--- src/rtl/mspc_pkg.sv ---
// Package of constants and types for the mode strap power and clock control block
`default_nettype none
package mspc_pkg;
    // Interpolation strap codes {high, low}
    localparam logic [1:0] MSPC_INTERP_1X = 2'h0;
    localparam logic [1:0] MSPC_INTERP_2X = 2'h1;
    localparam logic [1:0] MSPC_INTERP_4X = 2'h2;
    localparam logic [1:0] MSPC_INTERP_RSV = 2'h3;
    // PLL pre-divide select codes
    localparam logic MSPC_PREDIV_1 = 1'h0;
    localparam logic MSPC_PREDIV_5 = 1'h1;
    // PLL multiply select codes
    localparam logic [2:0] MSPC_MUL_1 = 3'h0;
    localparam logic [2:0] MSPC_MUL_2 = 3'h1;
    localparam logic [2:0] MSPC_MUL_4 = 3'h2;
    localparam logic [2:0] MSPC_MUL_8 = 3'h3;
    localparam logic [2:0] MSPC_MUL_16 = 3'h4;
    // Rx divider select codes
    localparam logic [1:0] MSPC_RXDIV_1 = 2'h0;
    localparam logic [1:0] MSPC_RXDIV_2 = 2'h1;
    localparam logic [1:0] MSPC_RXDIV_4 = 2'h2;
    // Rx divider counter bits that give divide by two and by four
    localparam int MSPC_RXDIV_BIT2 = 0;
    localparam int MSPC_RXDIV_BIT4 = 1;
    // Power-up time bound for blocks that sleep with a path
    localparam int MSPC_FAST_WAKE_US = 10;
    localparam int MSPC_CLK_MHZ = 25;
    localparam int MSPC_FAST_WAKE_CYC = MSPC_FAST_WAKE_US * MSPC_CLK_MHZ;
    // Economy power saving in percent
    localparam int MSPC_ADC_SAVE_PCT = 40;
    // Reset values of the captured configuration
    localparam logic MSPC_RST_BIT = 1'h0;
    localparam logic [1:0] MSPC_RST_INTERP = 2'h0;
    // Strap capture states
    typedef enum logic [1:0] {
        MSPC_IN_RESET,
        MSPC_CAPTURE,
        MSPC_RUN
    } mspc_state_type;
endpackage : mspc_pkg
`default_nettype wire

--- src/rtl/mspc_top.sv ---
// Mode strap capture, power-down gating and clock path control
//
// Function
// [RL1] Capture all straps at reset pin release
// [RL2] Rx power-down high gates ADC clock, bias
// [RL3] Power-down sleeps fast-waking analog blocks of path
// [RL4] Tx power-down high gates DAC clocks, bias
// [RL5] PLL keeps running unless serial setting stops
// [RL6] Half duplex select low: Tx gated, port drives
// [RL7] Half duplex select high: Rx gated, port input
// [RL8] Select gating keeps analog on unless powered down
// [RL9] Select acts only in half duplex
// [RL10] Capture economy strap: high saves ADC power
// [RL11] Capture duplex strap; low means half duplex
// [RL12] Half duplex width strap: low parallel, high interleaved
// [RL13] Capture chip-select: low disables serial, straps active
// [RL14] Strap-only systems keep serial enable low
// [RL15] Serial off: straps pick interpolation and PLL factor
// [RL16] Two clock paths from one reference
// [RL17] PLL pre-divide 1/5, multiply 1..16
// [RL18] Rx divider 1, 2 or 4, independent
// [RL19] Alternative timing lets PLL clock Rx ADCs
// [RL20] Captured straps hold until next reset
// [RL21] Interpolation code map fixed, fourth reserved
`default_nettype none
module mspc_top
    import mspc_pkg::*;
(
    input wire logic i_ref_clk,
    input wire logic i_rst,
    // Board pins, all asynchronous to the reference clock
    input wire logic i_reset_n_pin,
    input wire logic i_rx_path_powerdown_pin,
    input wire logic i_tx_path_powerdown_pin,
    input wire logic i_transmit_receive_select,
    input wire logic i_adc_economy_strap,
    input wire logic i_serial_out_shared_pin,
    input wire logic i_interface_pin_two,
    input wire logic i_spi_cs_pin,
    input wire logic i_serial_data_io_pin,
    input wire logic i_serial_clk_pin,
    // Serial-side settings, same clock, used only with the serial port on
    input wire logic i_spi_pll_off,
    input wire logic i_spi_prediv_sel,
    input wire logic [2:0] i_spi_mul_sel,
    input wire logic [1:0] i_spi_rxdiv_sel,
    input wire logic i_spi_alt_timing,
    // Captured configuration and control outputs, all registered
    output logic o_config_valid,
    output logic o_adc_economy,
    output logic o_half_duplex,
    output logic o_interleaved,
    output logic o_spi_enabled,
    output logic [1:0] o_interp_code,
    output logic o_interp_reserved,
    output logic o_pll_prediv5,
    output logic [4:0] o_pll_mul,
    output logic o_pll_run,
    output logic o_rx_sleep,
    output logic o_tx_sleep,
    output logic o_rx_clk_en,
    output logic o_tx_clk_en,
    output logic o_rx_bias_en,
    output logic o_tx_bias_en,
    output logic o_port_drive,
    output logic o_rx_clk_tick,
    output logic o_rx_from_pll
);

    // =========================================================
    // Pin synchronisers: three stages, change taken once 2 and 3 agree
    // =========================================================
    localparam int NPIN = 10;
    logic [NPIN-1:0] pin_raw;
    logic [NPIN-1:0] s1_q, s2_q, s3_q, flt_q;
    logic [NPIN-1:0] flt_d;
    assign pin_raw = {i_reset_n_pin, i_rx_path_powerdown_pin, i_tx_path_powerdown_pin,
                      i_transmit_receive_select, i_adc_economy_strap,
                      i_serial_out_shared_pin, i_interface_pin_two, i_spi_cs_pin,
                      i_serial_data_io_pin, i_serial_clk_pin};
    // Straps share the reset pin's path, so both reach the capture edge
    // with one delay and a strap that settles with the reset pin is safe
    // Filtered level only moves when the two later stages agree
    assign flt_d = (s2_q & s3_q) | (flt_q & (s2_q | s3_q));

    always_ff @(posedge i_ref_clk) begin
        if (i_rst) begin
            s1_q <= '0;
            s2_q <= '0;
            s3_q <= '0;
            flt_q <= '0;
        end else begin
            s1_q <= pin_raw;
            s2_q <= s1_q;
            s3_q <= s2_q;
            flt_q <= flt_d;
        end
    end

    // Synchronised and filtered pin levels
    wire logic rstn_s = flt_q[9];
    wire logic rxpd_s = flt_q[8];
    wire logic txpd_s = flt_q[7];
    wire logic trsel_s = flt_q[6];
    wire logic econ_s = flt_q[5];
    wire logic duplex_s = flt_q[4];
    wire logic width_s = flt_q[3];
    wire logic cs_s = flt_q[2];
    wire logic interp_lo_s = flt_q[1];
    wire logic interp_hi_s = flt_q[0];

    // =========================================================
    // Strap capture on reset pin rising edge
    // =========================================================
    mspc_state_type state_q, state_d;
    logic rstn_prev_q;
    wire logic rstn_rise = rstn_s & ~rstn_prev_q;

    // Capture only on the release edge; straps ignored afterwards
    always_comb begin
        state_d = state_q;
        case (state_q)
            MSPC_IN_RESET: if (rstn_rise) state_d = MSPC_CAPTURE; // [RL1]
            MSPC_CAPTURE: state_d = MSPC_RUN;
            MSPC_RUN: if (!rstn_s) state_d = MSPC_IN_RESET; // [RL20]
            default: state_d = MSPC_IN_RESET;
        endcase
    end

    // Load strobe: one edge per release, none while running
    wire logic take = (state_q == MSPC_IN_RESET) && rstn_rise;

    logic econ_q, fullduplex_q, width_q, cs_q;
    logic [1:0] interp_q;

    // Sequencer and release edge detector
    always_ff @(posedge i_ref_clk) begin
        if (i_rst) begin
            state_q <= MSPC_IN_RESET;
            rstn_prev_q <= MSPC_RST_BIT;
        end else begin
            state_q <= state_d;
            rstn_prev_q <= rstn_s;
        end
    end

    // Strap latches load once, then ignore the pins until the next release
    always_ff @(posedge i_ref_clk) begin
        if (i_rst) begin
            econ_q <= MSPC_RST_BIT;
            fullduplex_q <= MSPC_RST_BIT;
            width_q <= MSPC_RST_BIT;
            cs_q <= MSPC_RST_BIT;
            interp_q <= MSPC_RST_INTERP;
        end else if (take) begin // [RL1] [RL20]
            econ_q <= econ_s; // [RL10]
            fullduplex_q <= duplex_s; // [RL11]
            width_q <= width_s; // [RL12]
            cs_q <= cs_s; // [RL13]
            interp_q <= {interp_hi_s, interp_lo_s}; // [RL15]
        end
    end

    // =========================================================
    // Decoding of the captured configuration
    // =========================================================
    // Half duplex is the low strap; chip-select high hands pins to serial
    wire logic cfg_run = (state_q == MSPC_RUN);
    wire logic hd = ~fullduplex_q; // [RL11]
    wire logic spi_on = cs_q; // [RL13]
    // Interpolation factor meaningful only while straps own the pins
    wire logic interp_rsv = ~spi_on && (interp_q == MSPC_INTERP_RSV); // [RL21]

    // PLL multiply: straps when serial is off, else serial setting
    logic [4:0] mul_val;
    always_comb begin
        mul_val = 5'h01;
        if (!spi_on) begin
            case (interp_q) // [RL15] [RL21]
                MSPC_INTERP_1X: mul_val = 5'h01;
                MSPC_INTERP_2X: mul_val = 5'h02;
                MSPC_INTERP_4X: mul_val = 5'h04;
                default: mul_val = 5'h01; // Reserved falls back to 1x
            endcase
        end else begin
            case (i_spi_mul_sel) // [RL17]
                MSPC_MUL_1: mul_val = 5'h01;
                MSPC_MUL_2: mul_val = 5'h02;
                MSPC_MUL_4: mul_val = 5'h04;
                MSPC_MUL_8: mul_val = 5'h08;
                MSPC_MUL_16: mul_val = 5'h10;
                default: mul_val = 5'h01;
            endcase
        end
    end
    // Pre-divide of five exists only through the serial port
    wire logic prediv5 = spi_on && (i_spi_prediv_sel == MSPC_PREDIV_5); // [RL17]

    // =========================================================
    // Power-down and direction gating
    // =========================================================
    // Select acts only once straps are live and in half duplex; in full
    // duplex each direction keeps its own clock and the port stays split
    wire logic sel_active = cfg_run && hd; // [RL9]
    wire logic rx_clk_on = ~rxpd_s && ~(sel_active && trsel_s); // [RL2] [RL7]
    wire logic tx_clk_on = ~txpd_s && ~(sel_active && ~trsel_s); // [RL4] [RL6]
    // Analog follows only the power-down pins, never the select
    wire logic rx_sleep = rxpd_s; // [RL3] [RL8]
    wire logic tx_sleep = txpd_s; // [RL3] [RL8]
    // PLL survives Tx gating so the output clock keeps going
    wire logic pll_on = ~(spi_on && i_spi_pll_off); // [RL5]
    // Port drives only for Rx in half duplex; full duplex splits the bus
    wire logic drive = sel_active && ~trsel_s; // [RL6] [RL7]

    // =========================================================
    // Rx clock path divider, independent of the PLL
    // =========================================================
    logic [1:0] rxdiv_q;
    logic [1:0] rxdiv_sel;
    assign rxdiv_sel = spi_on ? i_spi_rxdiv_sel : MSPC_RXDIV_1; // [RL18]
    logic tick_d;
    // Tick select reads the Rx path count; code three means no divide
    always_comb begin
        case (rxdiv_sel) // [RL16] [RL18]
            MSPC_RXDIV_2: tick_d = rxdiv_q[MSPC_RXDIV_BIT2];
            MSPC_RXDIV_4: tick_d = &rxdiv_q[MSPC_RXDIV_BIT4:MSPC_RXDIV_BIT2];
            default: tick_d = 1'h1;
        endcase
    end
    // Rx clock path counts only while its digital clock is enabled
    wire logic rx_run = cfg_run && rx_clk_on;
    wire logic alt_t = spi_on && i_spi_alt_timing; // [RL19]

    // =========================================================
    // Output registers
    // =========================================================
    // Count restarts while the Rx clock is gated, so the first tick
    // after wake-up comes a full divide period later
    always_ff @(posedge i_ref_clk) begin
        if (i_rst) begin
            rxdiv_q <= '0;
            o_rx_clk_tick <= MSPC_RST_BIT;
            o_rx_from_pll <= MSPC_RST_BIT;
        end else begin
            rxdiv_q <= rx_run ? rxdiv_q + 2'h1 : '0; // [RL18]
            o_rx_clk_tick <= rx_run && tick_d; // [RL16] [RL18]
            o_rx_from_pll <= alt_t && pll_on; // [RL19]
        end
    end

    // Captured configuration, frozen between reset pin releases
    always_ff @(posedge i_ref_clk) begin
        if (i_rst) begin
            o_config_valid <= MSPC_RST_BIT;
            o_adc_economy <= MSPC_RST_BIT;
            o_half_duplex <= MSPC_RST_BIT;
            o_interleaved <= MSPC_RST_BIT;
            o_spi_enabled <= MSPC_RST_BIT;
            o_interp_code <= MSPC_RST_INTERP;
            o_interp_reserved <= MSPC_RST_BIT;
        end else begin
            o_config_valid <= cfg_run;
            o_adc_economy <= econ_q; // [RL10]
            o_half_duplex <= hd; // [RL11]
            o_interleaved <= hd && width_q; // [RL12]
            o_spi_enabled <= spi_on; // [RL13]
            o_interp_code <= interp_q; // [RL15]
            o_interp_reserved <= interp_rsv; // [RL21]
        end
    end

    // PLL settings; the run flag ignores every Tx gate on purpose
    always_ff @(posedge i_ref_clk) begin
        if (i_rst) begin
            o_pll_prediv5 <= MSPC_RST_BIT;
            o_pll_mul <= 5'h01;
            o_pll_run <= MSPC_RST_BIT;
        end else begin
            o_pll_prediv5 <= prediv5; // [RL17]
            o_pll_mul <= mul_val; // [RL15] [RL17]
            o_pll_run <= cfg_run && pll_on; // [RL5]
        end
    end

    // Power and direction; reset leaves both paths asleep, port released
    always_ff @(posedge i_ref_clk) begin
        if (i_rst) begin
            o_rx_sleep <= 1'h1;
            o_tx_sleep <= 1'h1;
            o_rx_clk_en <= MSPC_RST_BIT;
            o_tx_clk_en <= MSPC_RST_BIT;
            o_rx_bias_en <= MSPC_RST_BIT;
            o_tx_bias_en <= MSPC_RST_BIT;
            o_port_drive <= MSPC_RST_BIT;
        end else begin
            o_rx_sleep <= rx_sleep; // [RL3]
            o_tx_sleep <= tx_sleep; // [RL3]
            o_rx_clk_en <= rx_run; // [RL2] [RL7]
            o_tx_clk_en <= cfg_run && tx_clk_on; // [RL4] [RL6]
            o_rx_bias_en <= ~rxpd_s; // [RL2] [RL8]
            o_tx_bias_en <= ~txpd_s; // [RL4] [RL8]
            o_port_drive <= drive; // [RL6] [RL7]
        end
    end

endmodule : mspc_top
`default_nettype wire

--- config.mk ---
export PLATFORM = sky130hd
export DESIGN_NAME = mspc_top
export DESIGN_NICKNAME = d
export VERILOG_FILES = /design/src/rtl/mspc_pkg.sv /design/src/rtl/mspc_top.sv
export SDC_FILE = /design/constraint.sdc
export NUM_CORES = 1
export LEC_CHECK = 0
export ABC_AREA = 0
export BUFFER_PORTS_ARGS = -buffer_cell sky130_fd_sc_hd__clkbuf_2
export CAP_MARGIN = 10
export CORE_MARGIN = 2
export CORE_UTILIZATION = 40
export CTS_BUF_LIST = sky130_fd_sc_hd__clkbuf_2
export CTS_CLUSTER_DIAMETER = 50
export DETAILED_ROUTE_END_ITERATION = 6
export MAX_ROUTING_LAYER = met4
export PLACE_DENSITY = 0.68
export SYNTH_ARGS = -nofsm -noshare
export SYNTH_HDL_FRONTEND = slang
export SYNTH_SLANG_ARGS = --single-unit
--- constraint.sdc ---
create_clock -name i_ref_clk -period 1.3 [get_ports i_ref_clk]
set_input_delay 0.13 -clock i_ref_clk [delete_from_list [all_inputs] [get_ports i_ref_clk]]
set_output_delay 0.13 -clock i_ref_clk [all_outputs]
set_load 0.05 [all_outputs]
==> results of run 1 <==
power by group:
group,internal [uW],switching (uW)
Combinational,93.0,94.3
Clock,209,645
Sequential,2350,15.8
Total,2650,756
tightest hold or removal path: cells and delay by family:
kind                     cells  cell delay (ns)
AND/OR/NAND/NOR              2             0.15
AO/OA/AOI/OAI                1             0.04
adder cells (fa/ha/maj)      1             0.13
buffers and inverters        1             0.08
cell families (layout without fill, tap and decap cells):
family	Yosys count	after routing	synth area share [%]
simple gates	84	84	20.5
compound gates	25	25	5.70
buf+inv	15	85	2.58
flops	75	75	64.5
fa+ha+maj	6	6	3.23
mux	8	8	3.44
synth_stat cells:
| library cell | n | area share, % |
|---|---|---|
| or2_1 | 1 | 0.27 |
| nor4_1 | 1 | 0.27 |
| and3_1 | 1 | 0.27 |
| and2_1 | 3 | 0.81 |
| mux2i_1 | 8 | 3.4 |
| a211oi_1 | 1 | 0.32 |
| nand2b_1 | 2 | 0.54 |
| and3b_1 | 1 | 0.38 |
| nand2_1 | 12 | 1.9 |
| buf_1 | 5 | 0.81 |
| a221oi_1 | 1 | 0.38 |
| a31oi_1 | 1 | 0.27 |
| nor2_1 | 18 | 2.9 |
| ha_1 | 6 | 3.2 |
| dfxtp_1 | 75 | 65 |
| nor4b_4 | 1 | 1.0 |
| nand3b_1 | 1 | 0.32 |
| nor3_1 | 1 | 0.21 |
| a21oi_1 | 11 | 2.4 |
| nor2b_1 | 35 | 9.4 |
| o21ai_0 | 11 | 2.4 |
| or3_1 | 2 | 0.54 |
| nor2_2 | 1 | 0.27 |
| and4b_1 | 1 | 0.43 |
| inv_1 | 5 | 0.81 |
| nor3b_1 | 3 | 0.97 |
| inv_2 | 2 | 0.32 |
| buf_2 | 3 | 0.64 |
cell type report:
cell class	count	area, um^2	area share [%]
Clock inverter	2	7.51	0.260
Sequential cell	75	1500	51.9
Clock buffer	10	50.0	1.73
Multi-Input combinational cell	123	766	26.5
Inverter	7	26.3	0.908
Tap cell	72	90.1	3.11
Timing Repair Buffer	66	452	15.6
layer usage:
layer	vias up	share of wire (%)	track usage, %
li1	822	-	-
met1	667	50	14.9
met2	40	41	17.0
met3	9	5.2	3.82
met4	0	3.0	9.15
met5	-	0	-
layout by cell type, fill, tap and decap left out:
| cell | instances |
|---|---|
| or2_1 | 1 |
| or3_1 | 2 |
| buf_6 | 1 |
| clkbuf_2 | 46 |
| o21ai_0 | 11 |
| and2_1 | 3 |
| a211oi_1 | 1 |
| nor4b_4 | 1 |
| nor3b_1 | 3 |
| nor2_2 | 1 |
| clkbuf_4 | 2 |
| and3_1 | 1 |
| nor2b_1 | 35 |
| mux2i_1 | 8 |
| inv_1 | 5 |
| nand2b_1 | 2 |
| nor2_1 | 18 |
| and3b_1 | 1 |
| dfxtp_1 | 75 |
| clkinv_1 | 2 |
| nand2_1 | 12 |
| buf_4 | 4 |
| a221oi_1 | 1 |
| nand3b_1 | 1 |
| a31oi_1 | 1 |
| nor3_1 | 1 |
| buf_2 | 5 |
| and4b_1 | 1 |
| a21oi_1 | 11 |
| buf_12 | 1 |
| ha_1 | 6 |
| nor4_1 | 1 |
| dlygate4sd3_1 | 17 |
| inv_2 | 2 |
timing repair:
action                                  in CTS  in global routing
hold endpoints to repair                    17                  0
buffers inserted                             0                  0
endpoints found under the setup margin       0                  9
gates resized for setup                      0                 10
hold buffers                                17                  0
stage by stage:
stage                     worst slack, ns  power (uW)  area [um^2]  cells
after global placement              0.143        2560         2660    326
final                              0.0965        3400         2890    355
after detailed placement            0.114        2560         2660    326
after CTS                          0.0271        3470         2880    355
after floorplan                    0.0713        2500         2330    213
after global routing             0.000178        3610         2890    355
how the worst min path moves through the flow:
| stage | start | to | depth (start not counted) |
|---|---|---|---|
| 6_report | i_spi_rxdiv_sel[0] | o_rx_clk_tick$_SDFF_PP0_ | 5 |
| 5_1_grt | i_spi_rxdiv_sel[0] | o_rx_clk_tick$_SDFF_PP0_ | 5 |
| 4_1_cts | i_spi_rxdiv_sel[0] | o_rx_clk_tick$_SDFF_PP0_ | 5 |
| 3_5_place_dp | i_spi_prediv_sel | o_pll_prediv5$_SDFF_PP0_ | 2 |
| 3_3_place_gp | i_spi_pll_off | o_pll_run$_SDFF_PP0_ | 2 |
| 2_1_floorplan | i_spi_pll_off | o_pll_run$_SDFF_PP0_ | 1 |
flip-flops by register name, summed over array words and instances (netlist names), 2 cells and up:
signal,count
s2_q,10
s1_q,10
interp_q,2
s3_q,10
state_q,2
rxdiv_q,2
o_pll_mul,5
flt_q,10
o_interp_code,2
==> out/results.tsv, run 1 <==
metric	value	unit
via count	1538	
leak pwr	0.00124	uW
area grow syn2layout	24.3	%
Final Net Count	308	
Setup crit start kind	register	
Critical Path Stages	4	
ANT cells	0	
Clock Pin Slew Worst Setup and Hold Paths	0.17	ns
Cells after Synth	213	
die width	80.3	um
CTS buffer count	9	
share of cells above drive strength 1	22.3	%
crit end category	register	
Routed WL per cell	9.69	um
Fill cells	524	
drt pass-1 iters	4	
CP Launch Point	state_q[1]$_SDFFE_PP0P_	
Synth Register Bits	75	
Worst Path Required	1.65	ns
f_max	831	MHz
Tcrit/Tclk final	92.6	%
PortBufs	43	
largest net degree at the start of global routing	35	
register area share after synthesis	64.5	%
die height	80.3	um
H-tree levels	3	
GR Overflow Total	0	
worst path buffer plus inverter count	1	
Clock Sinks	75	
yosys warns	0	
slew margin rel.	78.1	%
Die ar.	6440	um^2
worst hold path class	in2reg	
Critical Path, Cell by Cell	nor4b_4 -> buf_6 -> mux2i_1 -> nor2_1	
initial antenna violation count	0	
WL final	3440	um
Worst path max stage delay	0.39	ns
sum of negative setup slack	0	ns
total track usage	12.3	%
post-DP HPWL	2290	um
crit path to	cs_q$_SDFFE_PP0P_	
clock latency at the later pin of the worst-skew pair	0.45	ns
CTS tree	done	
Max-cap violations	0	
Row Count	27	
final setup violation count	0	
crit-path max FO	7	
syn nets	239	
flop-to-flop setup slack	0.1	ns
clock tree root buffer cell	clkbuf_2	
Routability Congestion	0.683	
synth unique cells	28	
critical path type	reg2reg	
vias per std cell	4.33	
Starting DRT DRC Count	91	
Tmin final	1.20	ns
first-pass GRT wire length	5730	um
Initial Util	41.8	%
Routed Antenna Nets	0	
I/O pin cnt	44	
critical path arrival	1.56	ns
vias in the first global route	1349	
power per cell area	1180	nW/um^2
Slew @ Worst Pin	0.328	ns
R2R depth	4	
Worst IR Drop VDD	939	uV
hold slack	0.0951	ns
outcome	completed	
max-slew violations	0	
CORE AREA	5570	um^2
drt drc	0	
slowest stage cell on the critical path	dfxtp_1	
Final Hold Vio Count	0	
clock buffer depth	2	
post-layout util	51.9	%
Avg Inst Size Synth	10.9	um^2
reg2reg end	cs_q$_SDFFE_PP0P_	
Post-Syn Area	2330	um^2
Crit Reg-Reg Startpoint	state_q[1]$_SDFFE_PP0P_	
crit-path leading delay family	flip-flops	
RSZ-0062 raised after global routing	no	
Worst Skew	0.0168	ns
(Power assumes the default switching activity.)
==> inputs of run 2 (changes only) <==
--- a/config.mk
+++ b/config.mk
@@ -8,7 +8,7 @@
 export ABC_AREA = 0
 export BUFFER_PORTS_ARGS = -buffer_cell sky130_fd_sc_hd__clkbuf_2
 export CAP_MARGIN = 10
-export CORE_MARGIN = 2
+export CORE_MARGIN = 3
 export CORE_UTILIZATION = 40
 export CTS_BUF_LIST = sky130_fd_sc_hd__clkbuf_2
 export CTS_CLUSTER_DIAMETER = 50
==> run 2 against run 1 <==
Effect of this change: combinational power is essentially flat; register-to-register slack about the same; clock skew rose by 0.0024 ns; critical path type unchanged; sequential power is essentially flat; clock power up 12%; power is 3.1% higher; worst setup slack got worse by 0.0086 ns; non-clock buffer count unchanged.
==> out/results.tsv, run 2 (same netlist as run 1, synthesis figures left out) <==
metric	value	unit
GR Overflow Total	0	
die height	82.3	um
crit end category	register	
Tmin final	1.21	ns
drt drc	0	
vias per std cell	4.30	
die width	82.3	um
Cells after DPL	326	
total design power	3510	uW
Crit Reg-Reg Startpoint	state_q[1]$_SDFFE_PP0P_	
clock tree root buffer cell	clkbuf_2	
Worst Path Required	1.68	ns
CTS tree	done	
share of cells above drive strength 1	23.0	%
Initial Util	41.8	%
vias in the first global route	1281	
leak pwr	0.00126	uW
flop-to-flop setup slack	0.09	ns
Critical Path, Cell by Cell	nor4b_4 -> buf_4 -> mux2i_1 -> nor2_1	
Row Count	27	
WL final	3520	um
first-pass GRT wire length	5510	um
Starting DRT DRC Count	34	
largest net degree at the start of global routing	39	
slew margin rel.	81.8	%
Die ar.	6770	um^2
power per cell area	1200	nW/um^2
drt pass-1 iters	4	
critical path type	reg2reg	
slowest stage cell on the critical path	dfxtp_1	
CP Launch Point	state_q[1]$_SDFFE_PP0P_	
Routed WL per cell	9.82	um
Routed Antenna Nets	0	
post-DP HPWL	2360	um
Worst Skew	0.0192	ns
Worst path max stage delay	0.39	ns
hold wc startpoint	i_spi_rxdiv_sel[0]	
worst path buffer plus inverter count	1	
Clock Pin Slew Worst Setup and Hold Paths	0.18	ns
f_max	825	MHz
initial antenna violation count	0	
Clock Sinks	75	
H-tree levels	3	
Worst IR Drop VDD	551	uV
Fill cells	518	
Slew @ Worst Pin	0.273	ns
ANT cells	0	
Tcrit/Tclk final	93.2	%
sum of negative setup slack	0	ns
RSZ-0062 raised after global routing	no	
post-layout util	52.3	%
total track usage	11.7	%
Final Hold Vio Count	0	
Setup crit start kind	register	
Placed Area	2660	um^2
PortBufs	43	
crit-path leading delay family	flip-flops	
most frequent cells in the layout	dfxtp_1, nor2b_1, clkbuf_2	
critical path arrival	1.59	ns
via count	1542	
Final Instance Count excl. Fillers	359	
CTS buffer count	9	
clock buffer depth	2	
crit-path max FO	7	
Max-cap violations	0	
CORE AREA	5570	um^2
area grow syn2layout	25.4	%
outcome	completed	
Final Net Count	308	
final setup violation count	0	
max-slew violations	0	
clock latency at the later pin of the worst-skew pair	0.48	ns
commonest non-fill, non-tap cell in the layout	dfxtp_1	
I/O pin cnt	44	
Routability Congestion	0.690	
design area	2920	um^2
worst hold path class	in2reg	
## run 2: power by group
part	total (uW)	switching [uW]	internal, uW	leakage (uW)
registers	2360	15.9	2350	0.000612
logic	187	93.5	94.0	0.000590
clock network	959	717	242	0.0000559
## run 2: worst paths after layout
kind | endpoint | cells after the start
setup reg to reg | cs_q$_SDFFE_PP0P_ | 4
hold / removal | o_rx_clk_tick$_SDFF_PP0_ | 5
setup / recovery | cs_q$_SDFFE_PP0P_ | 4
hold reg to reg | s2_q[3]$_SDFF_PP0_ | 1
## run 2: cell type report
type	count	area [um^2]	share of cell area, %
timing repair buffer	66	458	15.7
clock inverter	5	20.0	0.686
sequential	75	1500	51.5
inverter	7	26.3	0.901
clock buffer	11	55.1	1.89
multi-input combinational	123	766	26.2
tap	72	90.1	3.09
## run 2: tightest hold or removal path, stage by stage
cell and delay (ns):
clkbuf_2 0.08, nand2_1 0.08, ha_1 0.13, a221oi_1 0.05
nor2_1 0.08
## run 2: layer usage
layer	up-vias	wire [um]	track usage, %
li1	830	-	-
met4	0	108	9.47
met2	42	1440	17.1
met3	9	222	4.34
met5	-	0	-
met1	661	1750	12.6
## run 2: through the flow
step | setup slack (ns) | hold slack (ns)
detailed placement | 0.108 | 0.336
CTS | 0.0109 | 0.0649
global route | 0.00417 | 0.0770
finish | 0.0880 | 0.102
global placement | 0.135 | 0.336
floorplan | 0.0713 | 0.234
## run 2: repair_timing
action                                  4_1_cts  5_1_grt
hold buffers                                 17        0
endpoints found under the setup margin        0       22
endpoints found under the hold margin        19        0
gates resized for setup                       0       28
buffers inserted                              0        0
==> inputs of run 3 (changes only) <==
--- a/config.mk
+++ b/config.mk
@@ -15,6 +15,7 @@
 export DETAILED_ROUTE_END_ITERATION = 6
 export MAX_ROUTING_LAYER = met4
 export PLACE_DENSITY = 0.68
+export RECOVER_POWER = 100
 export SYNTH_ARGS = -nofsm -noshare
 export SYNTH_HDL_FRONTEND = slang
 export SYNTH_SLANG_ARGS = --single-unit
==> run 3 against run 2 <==
Effect of this change: sequential power about the same; clock skew shrank 0.0018 ns; combinational power barely moved; critical endpoint is now s3_q[5]$_SDFF_PP0_; largest power group unchanged; highest routed layer unchanged.
==> out/results.tsv, run 3 (same netlist as run 1, synthesis figures left out) <==
metric	value	unit
H-tree levels	3	
power per cell area	1210	nW/um^2
crit-path max FO	38	
Final Hold Vio Count	0	
RSZ-0062 raised after global routing	no	
Slew @ Worst Pin	0.445	ns
clock latency at the later pin of the worst-skew pair	0.48	ns
worst hold path class	in2reg	
first-pass GRT wire length	5510	um
CORE AREA	5570	um^2
slew margin rel.	70.3	%
crit-path leading delay family	buffers and inverters	
Fill cells	521	
commonest non-fill, non-tap cell in the layout	dfxtp_1	
drt pass-1 iters	4	
area of the multi-input gates	763	um^2
CTS buffer count	9	
largest net degree at the start of global routing	39	
initial antenna violation count	0	
leak pwr	0.00124	uW
clock buffer depth	2	
area grow syn2layout	24.8	%
f_max	800	MHz
Tcrit/Tclk final	96.2	%
Worst Setup Slack, final	0.0496	ns
Setup crit start kind	input port	
GR Overflow Total	0	
critical path type	in2reg	
post-layout util	52.1	%
via count	1537	
Clock Sinks	75	
Worst path max stage delay	0.54	ns
ANT cells	0	
max-slew violations	0	
sum of negative setup slack	0	ns
drt drc	0	
PortBufs	43	
final setup violation count	0	
Final Net Count	308	
outcome	completed	
slowest stage cell on the critical path	dlygate4sd3_1	
CTS tree	done	
total track usage	11.7	%
Critical Path, Cell by Cell	dlygate4sd3_1 -> clkbuf_1 -> buf_12 -> clkbuf_2 -> nor2b_1	
share of cells above drive strength 1	21.3	%
Routed Antenna Nets	0	
Initial Util	41.8	%
Die ar.	6770	um^2
Worst IR Drop VDD	552	uV
critical path arrival	1.61	ns
Max-cap violations	0	
Clock Pin Slew Worst Setup and Hold Paths	0.16	ns
I/O pin cnt	44	
WL final	3530	um
Routability Congestion	0.690	
worst path buffer plus inverter count	4	
register area	1500	um^2
Routed WL per cell	9.84	um
DP Worst Slack	0.108	ns
R2R depth	4	
Critical Path Stages	5	
flop-to-flop setup slack	0.09	ns
vias per std cell	4.28	
worst hold stages	5	
Starting DRT DRC Count	37	
clock tree root buffer cell	clkbuf_2	
die height	82.3	um
Worst Skew	0.0174	ns
Tmin final	1.25	ns
most frequent cells in the layout	dfxtp_1, nor2b_1, clkbuf_2	
crit end category	register	
post-DP HPWL	2360	um
vias in the first global route	1281	
Worst Path Required	1.66	ns
Row Count	27	
die width	82.3	um
## run 3: cell types whose count changed in the layout (fill, tap and decap cells not counted), sizes merged
cell | previous run | this run
buf | 21 | 18
clkinv | 5 | 7
clkbuf | 39 | 42
inv | 7 | 5
## run 3: layer usage
layer  global-route usage, %  vias to the layer above  share of wire (%)  routed length (um)
met2                    17.1                       42                 41                1440
met4                    9.47                        0                3.1                 108
met3                    4.34                        9                6.1                 216
li1                        -                      829                  -                   -
met1                    12.6                      657                 50                1760
met5                       -                        -                  0                   0
## run 3: where the power goes
part           internal [uW]  leakage (uW)  total, uW  switching [uW]
sequential              2350      0.000612       2360            15.9
combinational           92.2      0.000574        185            93.0
clock                    242     0.0000559        957             715
total                   2680       0.00124       3510             824
## run 3: stage by stage
| step | instances | instance area, um^2 | hold slack (ns) | total power (uW) |
|---|---|---|---|---|
| 2_1_floorplan | 213 | 2330 | 0.234 | 2500 |
| 3_3_place_gp | 326 | 2660 | 0.336 | 2560 |
| 3_5_place_dp | 326 | 2660 | 0.336 | 2560 |
| 4_1_cts | 359 | 2900 | 0.0649 | 3550 |
| 5_1_grt | 359 | 2910 | 0.0770 | 3680 |
| 6_report | 359 | 2910 | 0.102 | 3510 |
## run 3: worst paths after layout
check / from / endpoint
setup / recovery: i_rst / s3_q[5]$_SDFF_PP0_
hold reg to reg: s1_q[3]$_SDFF_PP0_ / s2_q[3]$_SDFF_PP0_
hold / removal: i_spi_rxdiv_sel[0] / o_rx_clk_tick$_SDFF_PP0_
setup reg to reg: state_q[1]$_SDFFE_PP0P_ / interp_q[1]$_SDFFE_PP0P_
## run 3: final cells by class
class	instances	area share, %
Inverter	7	0.904
Tap cell	72	3.10
Timing Repair Buffer	66	15.4
Sequential cell	75	51.7
Multi-Input combinational cell	123	26.3
Clock buffer	11	1.89
Clock inverter	5	0.689
## run 3: worst register-to-register path, delay by kind of cell (launching register included)
| kind | cells | cell delay [ns] |
|---|---|---|
| and+or+nand+nor | 2 | 0.32 |
| muxes | 1 | 0.20 |
| buffers and inverters | 1 | 0.21 |
| DFF | 1 | 0.39 |
## run 3: what timing repair did
action                                  in CTS  in global routing
hold buffers                                17                  0
endpoints found under the setup margin       0                 22
setup buffers                                0                  0
endpoints found under the hold margin       19                  0
gates resized for setup                      0                 28
